**config.mk**
```make
export PLATFORM = sky130hd
export DESIGN_NAME = fsc_device_flat
export DESIGN_NICKNAME = d
export VERILOG_FILES = /design/src/fsc_pkg.sv /design/src/fsc_link_if.sv /design/src/fsc_device.sv /design/src/flat_wrapper.sv
export VERILOG_INCLUDE_DIRS = /design/src
export SDC_FILE = /design/constraint.sdc
export NUM_CORES = 1
export LEC_CHECK = 0
export ABC_CLOCK_PERIOD_IN_PS = 5800
export BUFFER_PORTS_ARGS = -buffer_cell sky130_fd_sc_hd__buf_2
export CORE_AREA = 2 2 145 147
export CTS_CLUSTER_SIZE = 16
export DETAILED_ROUTE_END_ITERATION = 16
export DIE_AREA = 0 0 147 149
export PLACE_DENSITY = 0.77
export SLEW_MARGIN = 0
export SYNTH_ARGS = -nofsm -noshare
export SYNTH_HDL_FRONTEND = slang
export SYNTH_SLANG_ARGS = --single-unit
export TNS_END_PERCENT = 100
```
**constraint.sdc**
```tcl
create_clock -name i_core_clk -period 5.8 [get_ports i_core_clk]
set_clock_uncertainty 0.2 [all_clocks]
set_input_delay 0.87 -clock i_core_clk [delete_from_list [all_inputs] [get_ports i_core_clk]]
set_output_delay 0.87 -clock i_core_clk [all_outputs]
set_load 0.01 [all_outputs]
```
**src/fsc_defs.svh**
```systemverilog
// Constants for the frequency scan sequencer and its serial host
// Operation
// - Scan set by start, step, step count
// - Automatic or pin-driven external stepping modes
// - Auto interval counts clocks or output cycles
// - Auto mode: one trigger runs whole scan
// - External mode: each trigger rise steps once
// - Phase accumulator never reset between steps
// - Hold final frequency until reset
// - Scan lasts step count plus one intervals
// - One transfer is one 16-bit word
// - Frame select low enables serial input
// - One bit per falling serial clock
// - Select held low: each 16 bits a word
// - Host raises select after sixteenth falling edge
// - Serial clock may run free or idle
// - Host writes control first, then parameters
// - Control write resets scan, output midscale
// - Midscale holds until trigger starts scan
// - Address 0000 selects 12-bit control register
// - Address bits first, then data MSB first
// - Address decode of the seven registers
// - Abort pin rise resets scan to midscale
// - Trigger pin rise initialises and starts scan
`ifndef FSC_DEFS_SVH
`define FSC_DEFS_SVH

`define FSC_WORD_BITS      16
`define FSC_DATA_BITS      12
`define FSC_FREQ_BITS      24
`define FSC_CNT_BITS       4
`define FSC_ADDR_MSB       15
`define FSC_ADDR_LSB       12

`define FSC_ADR_CONTROL    4'h0
`define FSC_ADR_STEP_COUNT 4'h1
`define FSC_ADR_STEP_LO    4'h2
`define FSC_ADR_STEP_HI    4'h3
`define FSC_ADR_INTERVAL   2'h1
`define FSC_ADR_START_LO   4'hC
`define FSC_ADR_START_HI   4'hD

`define FSC_CTRL_PAIRED    11
`define FSC_CTRL_EXT_STEP  5
`define FSC_INTV_BASE_BIT  13

`define FSC_RST_12         12'h000
`define FSC_RST_24         24'h00_0000
`define FSC_PIN_IDLE       5'h05

`define FSC_LINK_PERIOD_NS 80
`define FSC_CORE_PERIOD_NS 10
`define FSC_HALF_CYCLES    ((`FSC_LINK_PERIOD_NS / `FSC_CORE_PERIOD_NS) / 2)

`define FSC_HOST_ADR_TX    4'h0
`define FSC_HOST_ADR_PINS  4'h4
`define FSC_HOST_ADR_STAT  4'h8
`define FSC_HOST_PIN_TRIG  0
`define FSC_HOST_PIN_ABORT 1

`endif

```
**src/fsc_pkg.sv**
```systemverilog
// Types shared by the frequency scan sequencer ends
package fsc_pkg;
   typedef enum logic [1:0] {FSC_IDLE, FSC_RUN, FSC_DONE} fsc_scan_t;
   typedef enum logic [2:0] {FSC_H_IDLE, FSC_H_SETUP, FSC_H_LOW, FSC_H_HIGH,
                             FSC_H_END} fsc_host_t;
endpackage : fsc_pkg

```
**src/fsc_link_if.sv**
```systemverilog
// Serial configuration and control link between host and scan device
`timescale 1ns/1ns
interface fsc_link_if;
   logic serial_clk;
   logic serial_data_in;
   logic frame_select_n;
   logic scan_trigger;
   logic scan_abort;

   modport host (output serial_clk, output serial_data_in, output frame_select_n,
                 output scan_trigger, output scan_abort);
   modport dev  (input serial_clk, input serial_data_in, input frame_select_n,
                 input scan_trigger, input scan_abort);
endinterface : fsc_link_if

```
**src/fsc_device.sv**
```systemverilog
// Scan device end: serial word receiver, registers, scan sequencer, phase accumulator
//
// Local design decision: strobed register access.
`timescale 1ns/1ns
`include "fsc_defs.svh"
module fsc_device (
   input  wire logic                       i_core_clk,
   input  wire logic                       i_reset_n,
   fsc_link_if.dev                         link,
   output logic [`FSC_FREQ_BITS-1:0]       o_freq_word,
   output logic [`FSC_FREQ_BITS-1:0]       o_phase,
   output logic                            o_midscale,
   output logic                            o_step_pulse,
   output logic                            o_scan_done,
   output logic [`FSC_DATA_BITS-1:0]       o_mode_control
);
   localparam int NSYNC = 5;
   localparam logic [NSYNC-1:0] PIN_IDLE = `FSC_PIN_IDLE;

   logic [NSYNC-1:0]                 pins;
   logic [NSYNC-1:0]                 sync1_q;
   logic [NSYNC-1:0]                 sync2_q;
   logic [NSYNC-1:0]                 prev_q;
   logic                             sclk_fall;
   logic                             trig_rise;
   logic                             abort_rise;
   logic                             sel_low;
   logic [`FSC_WORD_BITS-1:0]        shift_q;
   logic [`FSC_CNT_BITS-1:0]         bit_cnt_q;
   logic                             word_ok;
   logic [`FSC_WORD_BITS-1:0]        word;
   logic [3:0]                       adr;
   logic [`FSC_DATA_BITS-1:0]        dat;
   logic [`FSC_DATA_BITS-1:0]        mode_control_q;
   logic [`FSC_DATA_BITS-1:0]        step_count_q;
   logic [`FSC_FREQ_BITS-1:0]        step_size_q;
   logic [`FSC_FREQ_BITS-1:0]        start_freq_q;
   logic [`FSC_DATA_BITS-1:0]        pend_lo_q;
   logic [`FSC_DATA_BITS-1:0]        interval_q;
   logic                             intv_cycles_q;
   logic                             ctrl_wr;
   logic                             scan_reset;
   fsc_pkg::fsc_scan_t               state_q;
   logic [`FSC_FREQ_BITS-1:0]        freq_q;
   logic [`FSC_FREQ_BITS-1:0]        phase_q;
   logic [`FSC_FREQ_BITS-1:0]        phase_d;
   logic [`FSC_DATA_BITS-1:0]        steps_q;
   logic [`FSC_DATA_BITS-1:0]        tick_cnt_q;
   logic                             tick;
   logic                             interval_end;
   logic                             midscale_q;
   logic                             step_pulse_q;
   logic                             done_q;

   // Every link pin crosses by two flip-flops before use
   assign pins = {link.scan_abort, link.scan_trigger, link.frame_select_n,
                  link.serial_data_in, link.serial_clk};

   genvar g;
   generate
      for (g = 0; g < NSYNC; g++) begin : g_sync
         always_ff @(posedge i_core_clk) begin
            // Idle levels at reset, so no false edge or select follows it
            if (!i_reset_n) begin
               sync1_q[g] <= PIN_IDLE[g];
               sync2_q[g] <= PIN_IDLE[g];
               prev_q[g]  <= PIN_IDLE[g];
            end else begin
               sync1_q[g] <= pins[g];
               sync2_q[g] <= sync1_q[g];
               prev_q[g]  <= sync2_q[g];
            end
         end
      end
   endgenerate

   assign sclk_fall  = prev_q[0] & ~sync2_q[0];
   assign sel_low    = ~sync2_q[2];
   assign trig_rise  = ~prev_q[3] & sync2_q[3];
   assign abort_rise = ~prev_q[4] & sync2_q[4];

   // Edge detection alone makes the receiver indifferent to clock idle level
   always_ff @(posedge i_core_clk) begin
      if (!i_reset_n) begin
         shift_q   <= 16'h0000;
         bit_cnt_q <= 4'h0;
      end else if (!sel_low) begin
         bit_cnt_q <= 4'h0;
      end else if (sclk_fall) begin
         shift_q   <= {shift_q[`FSC_WORD_BITS-2:0], sync2_q[1]};
         bit_cnt_q <= bit_cnt_q + 4'h1;
      end
   end

   assign word_ok = sel_low & sclk_fall & (bit_cnt_q == 4'hF);
   assign word    = {shift_q[`FSC_WORD_BITS-2:0], sync2_q[1]};
   assign adr     = word[`FSC_ADDR_MSB:`FSC_ADDR_LSB];
   assign dat     = word[`FSC_DATA_BITS-1:0];
   assign ctrl_wr = word_ok & (adr == `FSC_ADR_CONTROL);

   always_ff @(posedge i_core_clk) begin
      if (!i_reset_n) begin
         mode_control_q <= `FSC_RST_12;
      end else if (ctrl_wr) begin
         mode_control_q <= dat;
      end
   end

   // Paired mode holds the low half so the register never shows a mixed value
   always_ff @(posedge i_core_clk) begin
      if (!i_reset_n) begin
         step_count_q  <= `FSC_RST_12;
         step_size_q   <= `FSC_RST_24;
         start_freq_q  <= `FSC_RST_24;
         pend_lo_q     <= `FSC_RST_12;
         interval_q    <= `FSC_RST_12;
         intv_cycles_q <= 1'b0;
      end else if (word_ok) begin
         if (adr[3:2] == `FSC_ADR_INTERVAL) begin
            interval_q    <= dat;
            intv_cycles_q <= word[`FSC_INTV_BASE_BIT];
         end else begin
            unique case (adr)
               `FSC_ADR_STEP_COUNT: step_count_q <= dat;
               `FSC_ADR_STEP_LO, `FSC_ADR_START_LO: begin
                  if (mode_control_q[`FSC_CTRL_PAIRED]) begin
                     pend_lo_q <= dat;
                  end else if (adr == `FSC_ADR_STEP_LO) begin
                     step_size_q[`FSC_DATA_BITS-1:0] <= dat;
                  end else begin
                     start_freq_q[`FSC_DATA_BITS-1:0] <= dat;
                  end
               end
               `FSC_ADR_STEP_HI: begin
                  step_size_q[`FSC_FREQ_BITS-1:`FSC_DATA_BITS] <= dat;
                  if (mode_control_q[`FSC_CTRL_PAIRED]) begin
                     step_size_q[`FSC_DATA_BITS-1:0] <= pend_lo_q;
                  end
               end
               `FSC_ADR_START_HI: begin
                  start_freq_q[`FSC_FREQ_BITS-1:`FSC_DATA_BITS] <= dat;
                  if (mode_control_q[`FSC_CTRL_PAIRED]) begin
                     start_freq_q[`FSC_DATA_BITS-1:0] <= pend_lo_q;
                  end
               end
               default: begin
               end
            endcase
         end
      end
   end

   assign scan_reset = ctrl_wr | abort_rise;

   // Output-cycle base ticks on each wrap of the phase accumulator
   assign phase_d = phase_q + freq_q;
   assign tick    = intv_cycles_q ? (phase_d < phase_q) : 1'b1;
   assign interval_end = (state_q == fsc_pkg::FSC_RUN) &&
      (mode_control_q[`FSC_CTRL_EXT_STEP] ? trig_rise
       : (tick && (tick_cnt_q + 12'h001 >= interval_q)));

   always_ff @(posedge i_core_clk) begin
      if (!i_reset_n) begin
         tick_cnt_q <= 12'h000;
      end else if (scan_reset || state_q != fsc_pkg::FSC_RUN || interval_end) begin
         tick_cnt_q <= 12'h000;
      end else if (tick) begin
         tick_cnt_q <= tick_cnt_q + 12'h001;
      end
   end

   always_ff @(posedge i_core_clk) begin
      if (!i_reset_n) begin
         state_q <= fsc_pkg::FSC_IDLE;
         freq_q  <= `FSC_RST_24;
         steps_q <= 12'h000;
      end else if (scan_reset) begin
         state_q <= fsc_pkg::FSC_IDLE;
         freq_q  <= `FSC_RST_24;
         steps_q <= 12'h000;
      end else begin
         unique case (state_q)
            fsc_pkg::FSC_IDLE: begin
               if (trig_rise) begin
                  state_q <= fsc_pkg::FSC_RUN;
                  freq_q  <= start_freq_q;
                  steps_q <= 12'h000;
               end
            end
            fsc_pkg::FSC_RUN: begin
               if (interval_end) begin
                  if (steps_q == step_count_q) begin
                     state_q <= fsc_pkg::FSC_DONE;
                  end else begin
                     freq_q  <= freq_q + step_size_q;
                     steps_q <= steps_q + 12'h001;
                  end
               end
            end
            fsc_pkg::FSC_DONE: begin
               state_q <= fsc_pkg::FSC_DONE;
            end
         endcase
      end
   end

   // Accumulator keeps running across steps, cleared only by scan reset or idle
   always_ff @(posedge i_core_clk) begin
      if (!i_reset_n) begin
         phase_q <= `FSC_RST_24;
      end else if (scan_reset || state_q == fsc_pkg::FSC_IDLE) begin
         phase_q <= `FSC_RST_24;
      end else begin
         phase_q <= phase_d;
      end
   end

   always_ff @(posedge i_core_clk) begin
      if (!i_reset_n) begin
         midscale_q   <= 1'b1;
         step_pulse_q <= 1'b0;
         done_q       <= 1'b0;
      end else begin
         midscale_q   <= scan_reset | (state_q == fsc_pkg::FSC_IDLE & ~trig_rise);
         step_pulse_q <= interval_end & (steps_q != step_count_q) & ~scan_reset;
         done_q       <= ~scan_reset & (state_q == fsc_pkg::FSC_DONE |
                         (interval_end & steps_q == step_count_q));
      end
   end

   assign o_freq_word    = freq_q;
   assign o_phase        = phase_q;
   assign o_midscale     = midscale_q;
   assign o_step_pulse   = step_pulse_q;
   assign o_scan_done    = done_q;
   assign o_mode_control = mode_control_q;
endmodule : fsc_device

```
**src/flat_wrapper.sv**
```systemverilog
// flat-port wrapper written by rule: the top's interface ports become plain ports
module fsc_device_flat 
  (i_core_clk, i_reset_n, o_freq_word, o_phase, o_midscale, o_step_pulse, o_scan_done, o_mode_control, link_serial_clk, link_serial_data_in, link_frame_select_n, link_scan_trigger, link_scan_abort);
  fsc_link_if link_i ();
  input  wire logic i_core_clk;
  input  wire logic i_reset_n;
  output logic [`FSC_FREQ_BITS-1:0] o_freq_word;
  output logic [`FSC_FREQ_BITS-1:0] o_phase;
  output logic o_midscale;
  output logic o_step_pulse;
  output logic o_scan_done;
  output logic [`FSC_DATA_BITS-1:0] o_mode_control;
  input wire logic [$bits(link_i.serial_clk)-1:0] link_serial_clk;
  input wire logic [$bits(link_i.serial_data_in)-1:0] link_serial_data_in;
  input wire logic [$bits(link_i.frame_select_n)-1:0] link_frame_select_n;
  input wire logic [$bits(link_i.scan_trigger)-1:0] link_scan_trigger;
  input wire logic [$bits(link_i.scan_abort)-1:0] link_scan_abort;
  assign link_i.serial_clk = link_serial_clk;
  assign link_i.serial_data_in = link_serial_data_in;
  assign link_i.frame_select_n = link_frame_select_n;
  assign link_i.scan_trigger = link_scan_trigger;
  assign link_i.scan_abort = link_scan_abort;
  fsc_device u_core (.i_core_clk(i_core_clk), .i_reset_n(i_reset_n), .link(link_i), .o_freq_word(o_freq_word), .o_phase(o_phase), .o_midscale(o_midscale), .o_step_pulse(o_step_pulse), .o_scan_done(o_scan_done), .o_mode_control(o_mode_control));
endmodule
```
==> results of run 1 <==
## sequential cells by signal, summed over array words and instances (netlist names), 15 cells and up
register             flops
u_core.shift_q          15
u_core.o_freq_word      24
u_core.o_phase          24
u_core.start_freq_q     24
u_core.step_size_q      24
## worst paths after layout
kind                              start                 to  slack (ns)  depth (start not counted)
hold reg to reg       u_core.sync1_q[0]  u_core.sync2_q[0]        0.21                          1
hold / removal        u_core.sync1_q[0]  u_core.sync2_q[0]        0.21                          1
setup reg to reg  u_core.o_freq_word[6]  u_core.steps_q[3]        0.45                         19
setup / recovery  u_core.o_freq_word[6]  u_core.steps_q[3]        0.45                         19
## area by class of cell
cell class              count  share of cell area, %
flip-flops and latches    206                   31.4
clock inverters             8                  0.771
multi-input cells        1051                   54.9
clock buffers              34                   5.16
inverters                  56                   1.60
well taps                 275                   2.62
repair buffers             85                   3.54
## cells in the mapped netlist, types with 11 or more instances
| cell | count |
|---|---|
| and3_1 | 25 |
| nand2b_1 | 17 |
| a21oi_1 | 52 |
| a21boi_0 | 52 |
| and2_1 | 34 |
| nor2b_1 | 51 |
| o211a_1 | 12 |
| nand3_1 | 18 |
| dfxtp_1 | 206 |
| xnor2_1 | 23 |
| xor2_1 | 47 |
| nand4_1 | 15 |
| buf_2 | 17 |
| ha_1 | 88 |
| o2111ai_1 | 11 |
| o21ai_0 | 57 |
| or3_1 | 11 |
| inv_1 | 56 |
| nand2_1 | 226 |
| a21o_1 | 21 |
| clkbuf_1 | 53 |
| a211oi_1 | 28 |
| mux2i_1 | 91 |
| nor2_1 | 63 |
## where the power goes
part           internal [W]  switching, W  total, W
sequential          0.00144     0.0000241   0.00146
combinational      0.000182      0.000369  0.000551
clock              0.000900      0.000585   0.00148
total               0.00252      0.000978   0.00350
## layer usage
layer  vias to the layer above  global-route usage [%]
met5                         -                       0
met2                       287                    41.5
met1                      4698                    35.8
met3                        74                    3.18
li1                       4921                       -
met4                         0                    9.42
## metrics by stage
step           hold WS [ns]  power (W)  setup WS, ns  util [%]
3_5_place_dp          0.200    0.00203         0.598      60.1
5_1_grt               0.235    0.00363         0.101      63.9
4_1_cts               0.214    0.00352         0.571      63.9
3_3_place_gp          0.190    0.00203         0.758      60.1
2_1_floorplan         0.186    0.00189          1.27         -
6_report              0.207    0.00350         0.450      63.9
## cells by family after synthesis
family	Yosys count	synth area share, %
AO/OA/AOI/OAI	297	17.2
XOR/XNOR	70	5.16
adder cells (fa/ha/maj)	90	9.60
buffers and inverters	133	4.71
flip-flops	206	34.7
multiplexers	98	8.33
AND/OR/NAND/NOR	496	20.3
## layout by cell type (no fill, tap or decap), drive strengths merged, types with 9 or more instances in the layout
cell type | netlist | routed
a211oi | 28 | 28
a21boi | 52 | 52
a21o | 21 | 21
a21oi | 54 | 54
and2 | 34 | 34
and3 | 25 | 25
buf | 24 | 85
clkbuf | 53 | 34
dfxtp | 206 | 206
ha | 88 | 88
inv | 56 | 56
mux2i | 91 | 91
nand2 | 226 | 226
nand2b | 17 | 17
nand3 | 18 | 18
nand4 | 15 | 15
nor2 | 64 | 64
nor2b | 51 | 51
nor3 | 9 | 9
o2111ai | 11 | 11
o211a | 12 | 12
o21ai | 59 | 59
or3 | 12 | 12
xnor2 | 23 | 23
xor2 | 47 | 47
## worst max-delay path, cell delays in order (launching register included)
cell	delay, ns
dfxtp_1	0.35
ha_1	0.38
a21o_1	0.21
a21o_1	0.17
a211oi_1	0.24
o21ai_1	0.20
a311oi_1	0.70
o211ai_1	0.19
o211ai_1	0.20
xor2_1	0.23
ha_1	0.27
nand3_1	0.12
nor3_1	0.08
o211ai_1	0.08
nand2_1	0.08
o31ai_2	0.40
and3_1	0.57
a31oi_1	0.08
buf_4	0.21
o41ai_1	0.28
==> flow_metrics.env, run 1 <==
export IMPL_outcome="finished, final reports clean"
export IMPL_min_period_over_period_pct=92.2
export IMPL_setup_tns_ns=0
export IMPL_areaGrowthSynthToFinish_pct=10.6
export IMPL_synth_seq_cells=206
export IMPL_hold_path_class="flop to flop"
export IMPL_place_hpwl_um=20500
export IMPL_antenna_found_initial=0
export IMPL_cts_tree="built"
export IMPL_wl_met2_um=12800
export IMPL_diodes=0
export IMPL_syn_area_per_cell_um2=8.55
export IMPL_clk_latency_ns=0.52
export IMPL_synth_top_cell_by_area="dfxtp_1"
export IMPL_cts_sinks=206
export IMPL_syn_inst=1390
export IMPL_synth_distinct_cells=72
export IMPL_routed_wl_um=28800
export IMPL_holdBufCountCts=0
export IMPL_crit_arrival_ns=5.56
export IMPL_top_layer="met4"
export IMPL_instances_no_fill=1715
export IMPL_nets=1521
export IMPL_grt_first_pass_wirelength_um=46600
export IMPL_drt_pass1_iterations=5
export IMPL_clk_pin_slew_ns=0.06
export IMPL_clock_fmax_mhz=187
export IMPL_overflow=0
export IMPL_nFillCells=1748
export IMPL_dp_cells=1673
export IMPL_die_x_um=147
export IMPL_drt_iter0_markers=644
export IMPL_synth_top_area_share_pct=34.7
export IMPL_syn_num_nets=1487
export IMPL_cts_root_buffer="clkbuf_16"
export IMPL_wl_per_cell_um=16.8
export IMPL_setup_violations=0
export IMPL_grt_pass1_vias=9183
export IMPL_cts_htree_levels=1
export IMPL_layout_drive_gt1_share_pct=10.4
export IMPL_dieArea_um2=21900
export IMPL_powerDensity_nw_per_um2=266
export IMPL_vias=9980
export IMPL_synthTopCellsByArea="dfxtp_1 35%, ha_1 9.3%, mux2i_1 7.7%, nand2_1 7.1%, xor2_1 3.5%"
export IMPL_worstPathRequired_ns=6.01
export IMPL_dieHeight_um=149
export IMPL_finalWeightedCongestion=0.893
export IMPL_multi_input_area_um2=7220
export IMPL_numPortBuffers=69
export IMPL_drc=0
export IMPL_route_met3_wl_um=1520
export IMPL_rsz0062_at_grt="false"
export IMPL_ant_nets=0
export IMPL_wl_met1_um=13400
export IMPL_via_per_inst=5.82
export IMPL_fin_crit_ns=5.35
export IMPL_p_leak_nw=5.75
export IMPL_num_rows=53
export IMPL_synth_main_ff_cell="dfxtp_1"
export IMPL_yosysWarnings=0
export IMPL_clk_path_buf_depth=3
export IMPL_placed_cell_area_um2=12400
export IMPL_synth_edff_count=0
export IMPL_crit_type="flop to flop"
export IMPL_crit_fanout=14
export IMPL_register_area_um2=4120
export IMPL_setup_worst_path_start_class="flop"
export IMPL_cts_buffers=24
export IMPL_io_pin_count=70
export IMPL_postCtsSetupRepairBufs=0
export IMPL_crit_path_end_kind="flop"
export IMPL_final_cell_area_um2=13100
export IMPL_maxCapViolations=0
export IMPL_hold_viol_final=0
export IMPL_ys_seq_area_share_pct=34.7
export IMPL_relSlewSlack_pct=29.7
export IMPL_gr_usage_all_layers_pct=25.8
export IMPL_synth_cell_area_um2=11900
export IMPL_ir_drop_uv=246
export IMPL_tightest_slew_ns=1.04
export IMPL_core_area_um2=20600
export IMPL_drv_slew=0
export IMPL_grt_max_degree=127
export IMPL_start_util_pct=57.8
export IMPL_async_reset_ff_share_pct=0
export IMPL_cts_resized=0
No activity file was read; power rests on OpenSTA's default activity.
==> inputs of run 2 (changes only) <==
--- a/config.mk
+++ b/config.mk
@@ -8,10 +8,10 @@
 export LEC_CHECK = 0
 export ABC_CLOCK_PERIOD_IN_PS = 5800
 export BUFFER_PORTS_ARGS = -buffer_cell sky130_fd_sc_hd__buf_2
-export CORE_AREA = 2 2 145 147
+export CORE_AREA = 3 3 146 148
 export CTS_CLUSTER_SIZE = 16
 export DETAILED_ROUTE_END_ITERATION = 16
-export DIE_AREA = 0 0 147 149
+export DIE_AREA = 0 0 149 151
 export PLACE_DENSITY = 0.77
 export SLEW_MARGIN = 0
 export SYNTH_ARGS = -nofsm -noshare
==> constraint.sdc (replaced) <==
create_clock -name i_core_clk -period 5.8 [get_ports i_core_clk]
set_clock_uncertainty 0.2 [all_clocks]
set_input_delay 0.87 -clock i_core_clk [delete_from_list [all_inputs] [get_ports i_core_clk]]
set_output_delay 0.87 -clock i_core_clk [all_outputs]
set_load 0.05 [all_outputs]
==> run 2 against run 1 <==
Effect of this change: die area is 2.7% higher; count of clock-buffer cells in the layout is 2 lower; largest cell class unchanged; core utilization is 1.8 points higher; clock power is 11% higher; register-to-register slack better by 0.15 ns; largest power group unchanged; design area is 0.90% higher; hold slack worse by 0.0019 ns; sequential power hardly changed; power is 5.7% higher; non-clock buffer count is 2 higher; routed wire length is 0.48% lower; highest routed layer unchanged.
==> flow_metrics.env, run 2 (synthesis results as in run 1) <==
export IMPL_outcome="finished, final reports clean"
export IMPL_postCtsSetupRepairBufs=0
export IMPL_drv_slew=0
export IMPL_grt_pass1_vias=9072
export IMPL_relSlewSlack_pct=33.4
export IMPL_hold_depth=1
export IMPL_critPathBufInv=2
export IMPL_drt_iter0_markers=647
export IMPL_core_area_um2=20200
export IMPL_die_x_um=149
export IMPL_final_common_cell="nand2_1"
export IMPL_hold_viol_final=0
export IMPL_antenna_found_initial=0
export IMPL_overflow=0
export IMPL_vias=9822
export IMPL_rr_startpoint="u_core.o_phase[0]"
export IMPL_whs_ns=0.205
export IMPL_crit_fanout=14
export IMPL_io_pin_count=70
export IMPL_fin_crit_ns=5.20
export IMPL_final_cell_mix="226 x nand2_1, 206 x dfxtp_1, 91 x mux2i_1, 87 x ha_1, 69 x buf_2"
export IMPL_routed_wl_um=28700
export IMPL_hold_path_class="flop to flop"
export IMPL_setup_tns_ns=0
export IMPL_cts_buffers=25
export IMPL_place_hpwl_um=20500
export IMPL_clk_pin_slew_ns=0.06
export IMPL_cp_slowest_stage_delay_ns=0.59
export IMPL_clk_path_buf_depth=3
export IMPL_ant_nets=0
export IMPL_r2r_slack_ns=0.60
export IMPL_cp_top_family="compound AO/OA/AOI/OAI gates"
export IMPL_grt_first_pass_wirelength_um=46500
export IMPL_finalWeightedCongestion=0.930
export IMPL_maxCapViolations=0
export IMPL_num_rows=52
export IMPL_crit_slowest_cell="and3_1"
export IMPL_p_comb_share_pct=15.9
export IMPL_wl_per_cell_um=16.7
export IMPL_switchingPower_w=0.00106
export IMPL_p_leak_nw=5.82
export IMPL_drc=0
export IMPL_dp_cells=1670
export IMPL_areaGrowthSynthToFinish_pct=11.6
export IMPL_crit_arrival_ns=5.42
export IMPL_numPortBuffers=69
export IMPL_cts_htree_levels=1
export IMPL_reg2regPathDepth=20
export IMPL_cts_resized=0
export IMPL_min_period_over_period_pct=89.7
export IMPL_tightest_slew_ns=0.997
export IMPL_cts_root_buffer="clkbuf_16"
export IMPL_gr_usage_all_layers_pct=25.0
export IMPL_dieHeight_um=151
export IMPL_clock_fmax_mhz=192
export IMPL_nets=1524
export IMPL_setup_violations=0
export IMPL_crit_type="flop to flop"
export IMPL_instances_no_fill=1716
export IMPL_netSwitchingFraction_pct=28.6
export IMPL_layout_drive_gt1_share_pct=11.2
export IMPL_rsz0062_at_grt="false"
export IMPL_grt_max_degree=127
export IMPL_start_util_pct=58.9
export IMPL_via_per_inst=5.72
export IMPL_p_int_w=0.00264
export IMPL_seqPwrFrac_pct=39.6
export IMPL_dieArea_um2=22500
export IMPL_holdBufCountCts=0
export IMPL_r2r_end="u_core.steps_q[3]"
export IMPL_crit_path_end_kind="flop"
export IMPL_powerDensity_nw_per_um2=279
export IMPL_worstPathRequired_ns=6.02
export IMPL_clk_latency_ns=0.53
export IMPL_cts_tree="built"
export IMPL_diodes=0
export IMPL_min_delay_start="u_core.sync1_q[0]"
export IMPL_setup_worst_path_start_class="flop"
export IMPL_hold_path_end="u_core.sync2_q[0]"
export IMPL_drt_pass1_iterations=5
export IMPL_clkPwrFrac_pct=44.5
export IMPL_ir_drop_uv=226
export IMPL_path_cells="ha_1, inv_1, fa_1, nor2b_1, o31a_1, o311ai_1, nand2_1, a21bo_2, a221oi_2, o21ai_0, xor2_1, ha_1, a21o_1, a21oi_1, nand2_1, o31ai_2, and3_1, a31oi_1, buf_4, o41ai_1"
export IMPL_cts_sinks=206
run 2: changes by cell type in the layout (fill, tap and decap cells not counted), sizes merged:
cell    change
buf         +2
bufinv      +1
clkbuf      -2
clkinv      +4
inv         +1
run 2: power by group through the flow:
stage	clock [W]	sequential [W]	combinational (W)
after floorplan	0	0.00154	0.000393
after global placement	0	0.00149	0.000580
after detailed placement	0	0.00149	0.000583
after CTS	0.00167	0.00146	0.000587
after global routing	0.00173	0.00147	0.000647
final	0.00165	0.00146	0.000589
run 2: worst reg2reg max path, delay by kind of cell, from the launching register on:
| kind | cells | cell delay, ns |
|---|---|---|
| DFF | 1 | 0.33 |
| adders and majority gates | 3 | 0.72 |
| buffers and inverters | 2 | 0.29 |
| and+or+nand+nor | 4 | 0.85 |
| AOI/OAI and AO/OA | 10 | 2.52 |
| xor gates and xnor gates | 1 | 0.19 |
run 2: cell type report:
class	instances	area, µm²
sequential	206	4120
multi-input combinational	1051	7220
timing repair buffer	87	480
fill	1706	6910
tap	270	338
clock inverter	14	168
clock buffer	32	722
inverter	56	210
run 2: worst max-delay path by stage:
| stage | from | endpoint | slack [ns] | cells after the start |
|---|---|---|---|---|
| after global routing | u_core.o_phase[0] | u_core.steps_q[3] | 0.24 | 20 |
| after floorplan | u_core.o_freq_word[2] | u_core.steps_q[10] | 1.0 | 19 |
| final | u_core.o_phase[0] | u_core.steps_q[3] | 0.60 | 20 |
| after detailed placement | u_core.o_phase[0] | u_core.steps_q[3] | 0.68 | 20 |
| after CTS | u_core.o_phase[0] | u_core.steps_q[3] | 0.64 | 20 |
| after global placement | u_core.o_freq_word[0] | u_core.steps_q[3] | 0.84 | 20 |
run 2: per-layer routing:
layer	share of wire [%]	wire length (µm)	global-route usage, %
met5	0	0	0
met4	2.8	794	6.96
met3	5.9	1680	3.32
met2	44	12600	39.8
met1	47	13600	35.7
run 2: stage by stage:
stage	area [µm²]	setup slack [ns]	total power (W)	util [%]
2_1_floorplan	11900	0.998	0.00193	-
3_3_place_gp	12400	0.836	0.00207	61.3
3_5_place_dp	12400	0.680	0.00208	61.3
4_1_cts	13300	0.637	0.00372	65.8
5_1_grt	13300	0.239	0.00384	65.8
6_report	13300	0.599	0.00370	65.8
==> inputs of run 3 (changes only) <==
--- a/config.mk
+++ b/config.mk
@@ -13,6 +13,7 @@
 export DETAILED_ROUTE_END_ITERATION = 16
 export DIE_AREA = 0 0 149 151
 export PLACE_DENSITY = 0.77
+export RECOVER_POWER = 100
 export SLEW_MARGIN = 0
 export SYNTH_ARGS = -nofsm -noshare
 export SYNTH_HDL_FRONTEND = slang
==> run 3 against run 2 <==
Effect of this change: the flow now finishes with violations (capacitance limit, slew limit); power barely moved; via count is 0.17% lower; clock power hardly changed; count of clock-buffer cells in the layout unchanged; worst setup slack got worse by 0.080 ns; largest cell class unchanged; highest routed layer unchanged.
==> flow_metrics.env, run 3 (synthesis results as in run 1) <==
export IMPL_antenna_found_initial=0
export IMPL_routed_wl_um=28800
export IMPL_post_route_util_pct=65.2
export IMPL_start_util_pct=58.9
export IMPL_powerDensity_nw_per_um2=281
export IMPL_io_pin_count=70
export IMPL_nets=1524
export IMPL_min_delay_start="u_core.sync1_q[0]"
export IMPL_cp_top_family="compound AO/OA/AOI/OAI gates"
export IMPL_final_common_cell="nand2_1"
export IMPL_areaGrowthSynthToFinish_pct=10.6
export IMPL_via_per_inst=5.71
export IMPL_num_rows=52
export IMPL_final_cell_area_um2=13100
export IMPL_drt_iter0_markers=602
export IMPL_dieArea_um2=22500
export IMPL_grt_first_pass_wirelength_um=46500
export IMPL_grt_max_degree=127
export IMPL_crit_arrival_ns=5.48
export IMPL_setup_worst_path_start_class="flop"
export IMPL_cp_slowest_stage_delay_ns=0.58
export IMPL_min_period_over_period_pct=91.0
export IMPL_setup_violations=0
export IMPL_hold_path_class="flop to flop"
export IMPL_ir_drop_uv=235
export IMPL_path_cells="ha_1, inv_1, fa_1, nor2b_1, o31a_1, o311ai_1, nand2_1, a21bo_1, a221oi_2, o21ai_0, xor2_1, ha_1, a21o_1, a21oi_1, nand2_1, o31ai_2, and3_1, a21oi_4, clkbuf_2, mux2i_1"
export IMPL_finalWeightedCongestion=0.930
export IMPL_final_cell_mix="226 x nand2_1, 206 x dfxtp_1, 91 x mux2i_1, 87 x ha_1, 66 x clkbuf_1"
export IMPL_cts_sinks=206
export IMPL_dieHeight_um=151
export IMPL_clock_fmax_mhz=189
export IMPL_drt_pass1_iterations=6
export IMPL_die_x_um=149
export IMPL_gr_usage_all_layers_pct=25.0
export IMPL_hold_depth=1
export IMPL_postCtsSetupRepairBufs=0
export IMPL_grt_pass1_vias=9072
export IMPL_hold_path_end="u_core.sync2_q[0]"
export IMPL_cts_tree="built"
export IMPL_clk_path_buf_depth=3
export IMPL_wl_met2_um=12600
export IMPL_ant_nets=0
export IMPL_cts_resized=0
export IMPL_dp_cells=1670
export IMPL_fin_crit_ns=5.28
export IMPL_diodes=0
export IMPL_wl_met1_um=13900
export IMPL_maxCapViolations=2
export IMPL_p_leak_nw=5.51
export IMPL_top_layer="met4"
export IMPL_wl_per_cell_um=16.8
export IMPL_place_hpwl_um=20500
export IMPL_clk_pin_slew_ns=0.06
export IMPL_core_area_um2=20200
export IMPL_crit_type="flop to flop"
export IMPL_r2r_slack_ns=0.52
export IMPL_worstPathRequired_ns=6.00
export IMPL_critPathBufInv=2
export IMPL_r2r_end="u_core.o_freq_word[7]"
export IMPL_route_met3_wl_um=1450
export IMPL_setup_tns_ns=0
export IMPL_crit_slowest_cell="and3_1"
export IMPL_reg2regPathDepth=20
export IMPL_numPortBuffers=69
export IMPL_crit_fanout=16
export IMPL_placed_cell_area_um2=12400
export IMPL_layout_drive_gt1_share_pct=6.36
export IMPL_instances_no_fill=1716
export IMPL_cts_htree_levels=1
export IMPL_clk_latency_ns=0.53
export IMPL_crit_path_end_kind="flop"
export IMPL_outcome="finished, violations left"
export IMPL_overflow=0
export IMPL_holdBufCountCts=0
export IMPL_cts_buffers=25
export IMPL_relSlewSlack_pct=-175
export IMPL_cts_root_buffer="clkbuf_16"
export IMPL_drc=0
export IMPL_drv_slew=134
export IMPL_rsz0062_at_grt="false"
export IMPL_violations="capacitance limit, slew limit"
export IMPL_vias=9805
export IMPL_tightest_slew_ns=4.13
export IMPL_rr_startpoint="u_core.o_phase[0]"
export IMPL_hold_viol_final=0
-- run 3: cell count changes in the layout (fill, tap and decap cells not counted), moves of 2 or more --
cell	delta
buf_4	-4
and2_1	-21
clkbuf_2	+2
buf_2	-64
clkbuf_1	+66
and2_0	+21
-- run 3: power by group --
| group | internal (W) | switching [W] |
|---|---|---|
| logic | 0.000180 | 0.000408 |
| registers | 0.00144 | 0.0000241 |
| clock network | 0.00102 | 0.000631 |
| total | 0.00264 | 0.00106 |
-- run 3: worst max path at each step --
stage / from / end / slack, ns / depth (start not counted)
after floorplan: u_core.o_freq_word[2] / u_core.steps_q[10] / 1.0 / 19
after CTS: u_core.o_phase[0] / u_core.steps_q[3] / 0.64 / 20
after detailed placement: u_core.o_phase[0] / u_core.steps_q[3] / 0.68 / 20
after global placement: u_core.o_freq_word[0] / u_core.steps_q[3] / 0.84 / 20
after global routing: u_core.o_phase[0] / u_core.o_freq_word[12] / 0.13 / 20
final: u_core.o_phase[0] / u_core.o_freq_word[7] / 0.52 / 20
-- run 3: through the flow --
step           hold slack [ns]  setup slack [ns]  power, W
6_report                 0.207             0.519   0.00370
5_1_grt                  0.219             0.129   0.00384
3_5_place_dp             0.194             0.680   0.00208
4_1_cts                  0.208             0.637   0.00372
3_3_place_gp             0.191             0.836   0.00207
2_1_floorplan            0.186             0.998   0.00193
-- run 3: metal layers --
layer | global-route usage (%) | up-vias
met5 | 0 | -
met3 | 3.32 | 52
met2 | 39.8 | 252
li1 | - | 4930
met1 | 35.7 | 4571
met4 | 6.96 | 0
-- run 3: worst reg2reg max path, delay by kind of cell (launching register included) --
family	cells	cell delay (ns)
flops	1	0.33
xor+xnor	1	0.19
fa+ha+maj	3	0.72
simple gates	4	0.84
compound gates	9	2.18
buf+inv	2	0.47
mux	1	0.22
-- run 3: layout make-up --
class                   count  area, µm²
inverters                  56        210
multi-input cells        1051       7200
repair buffers             87        388
clock inverters            14        168
clock buffers              32        722
well taps                 270        338
flip-flops and latches    206       4120
fillers                  1754       7020
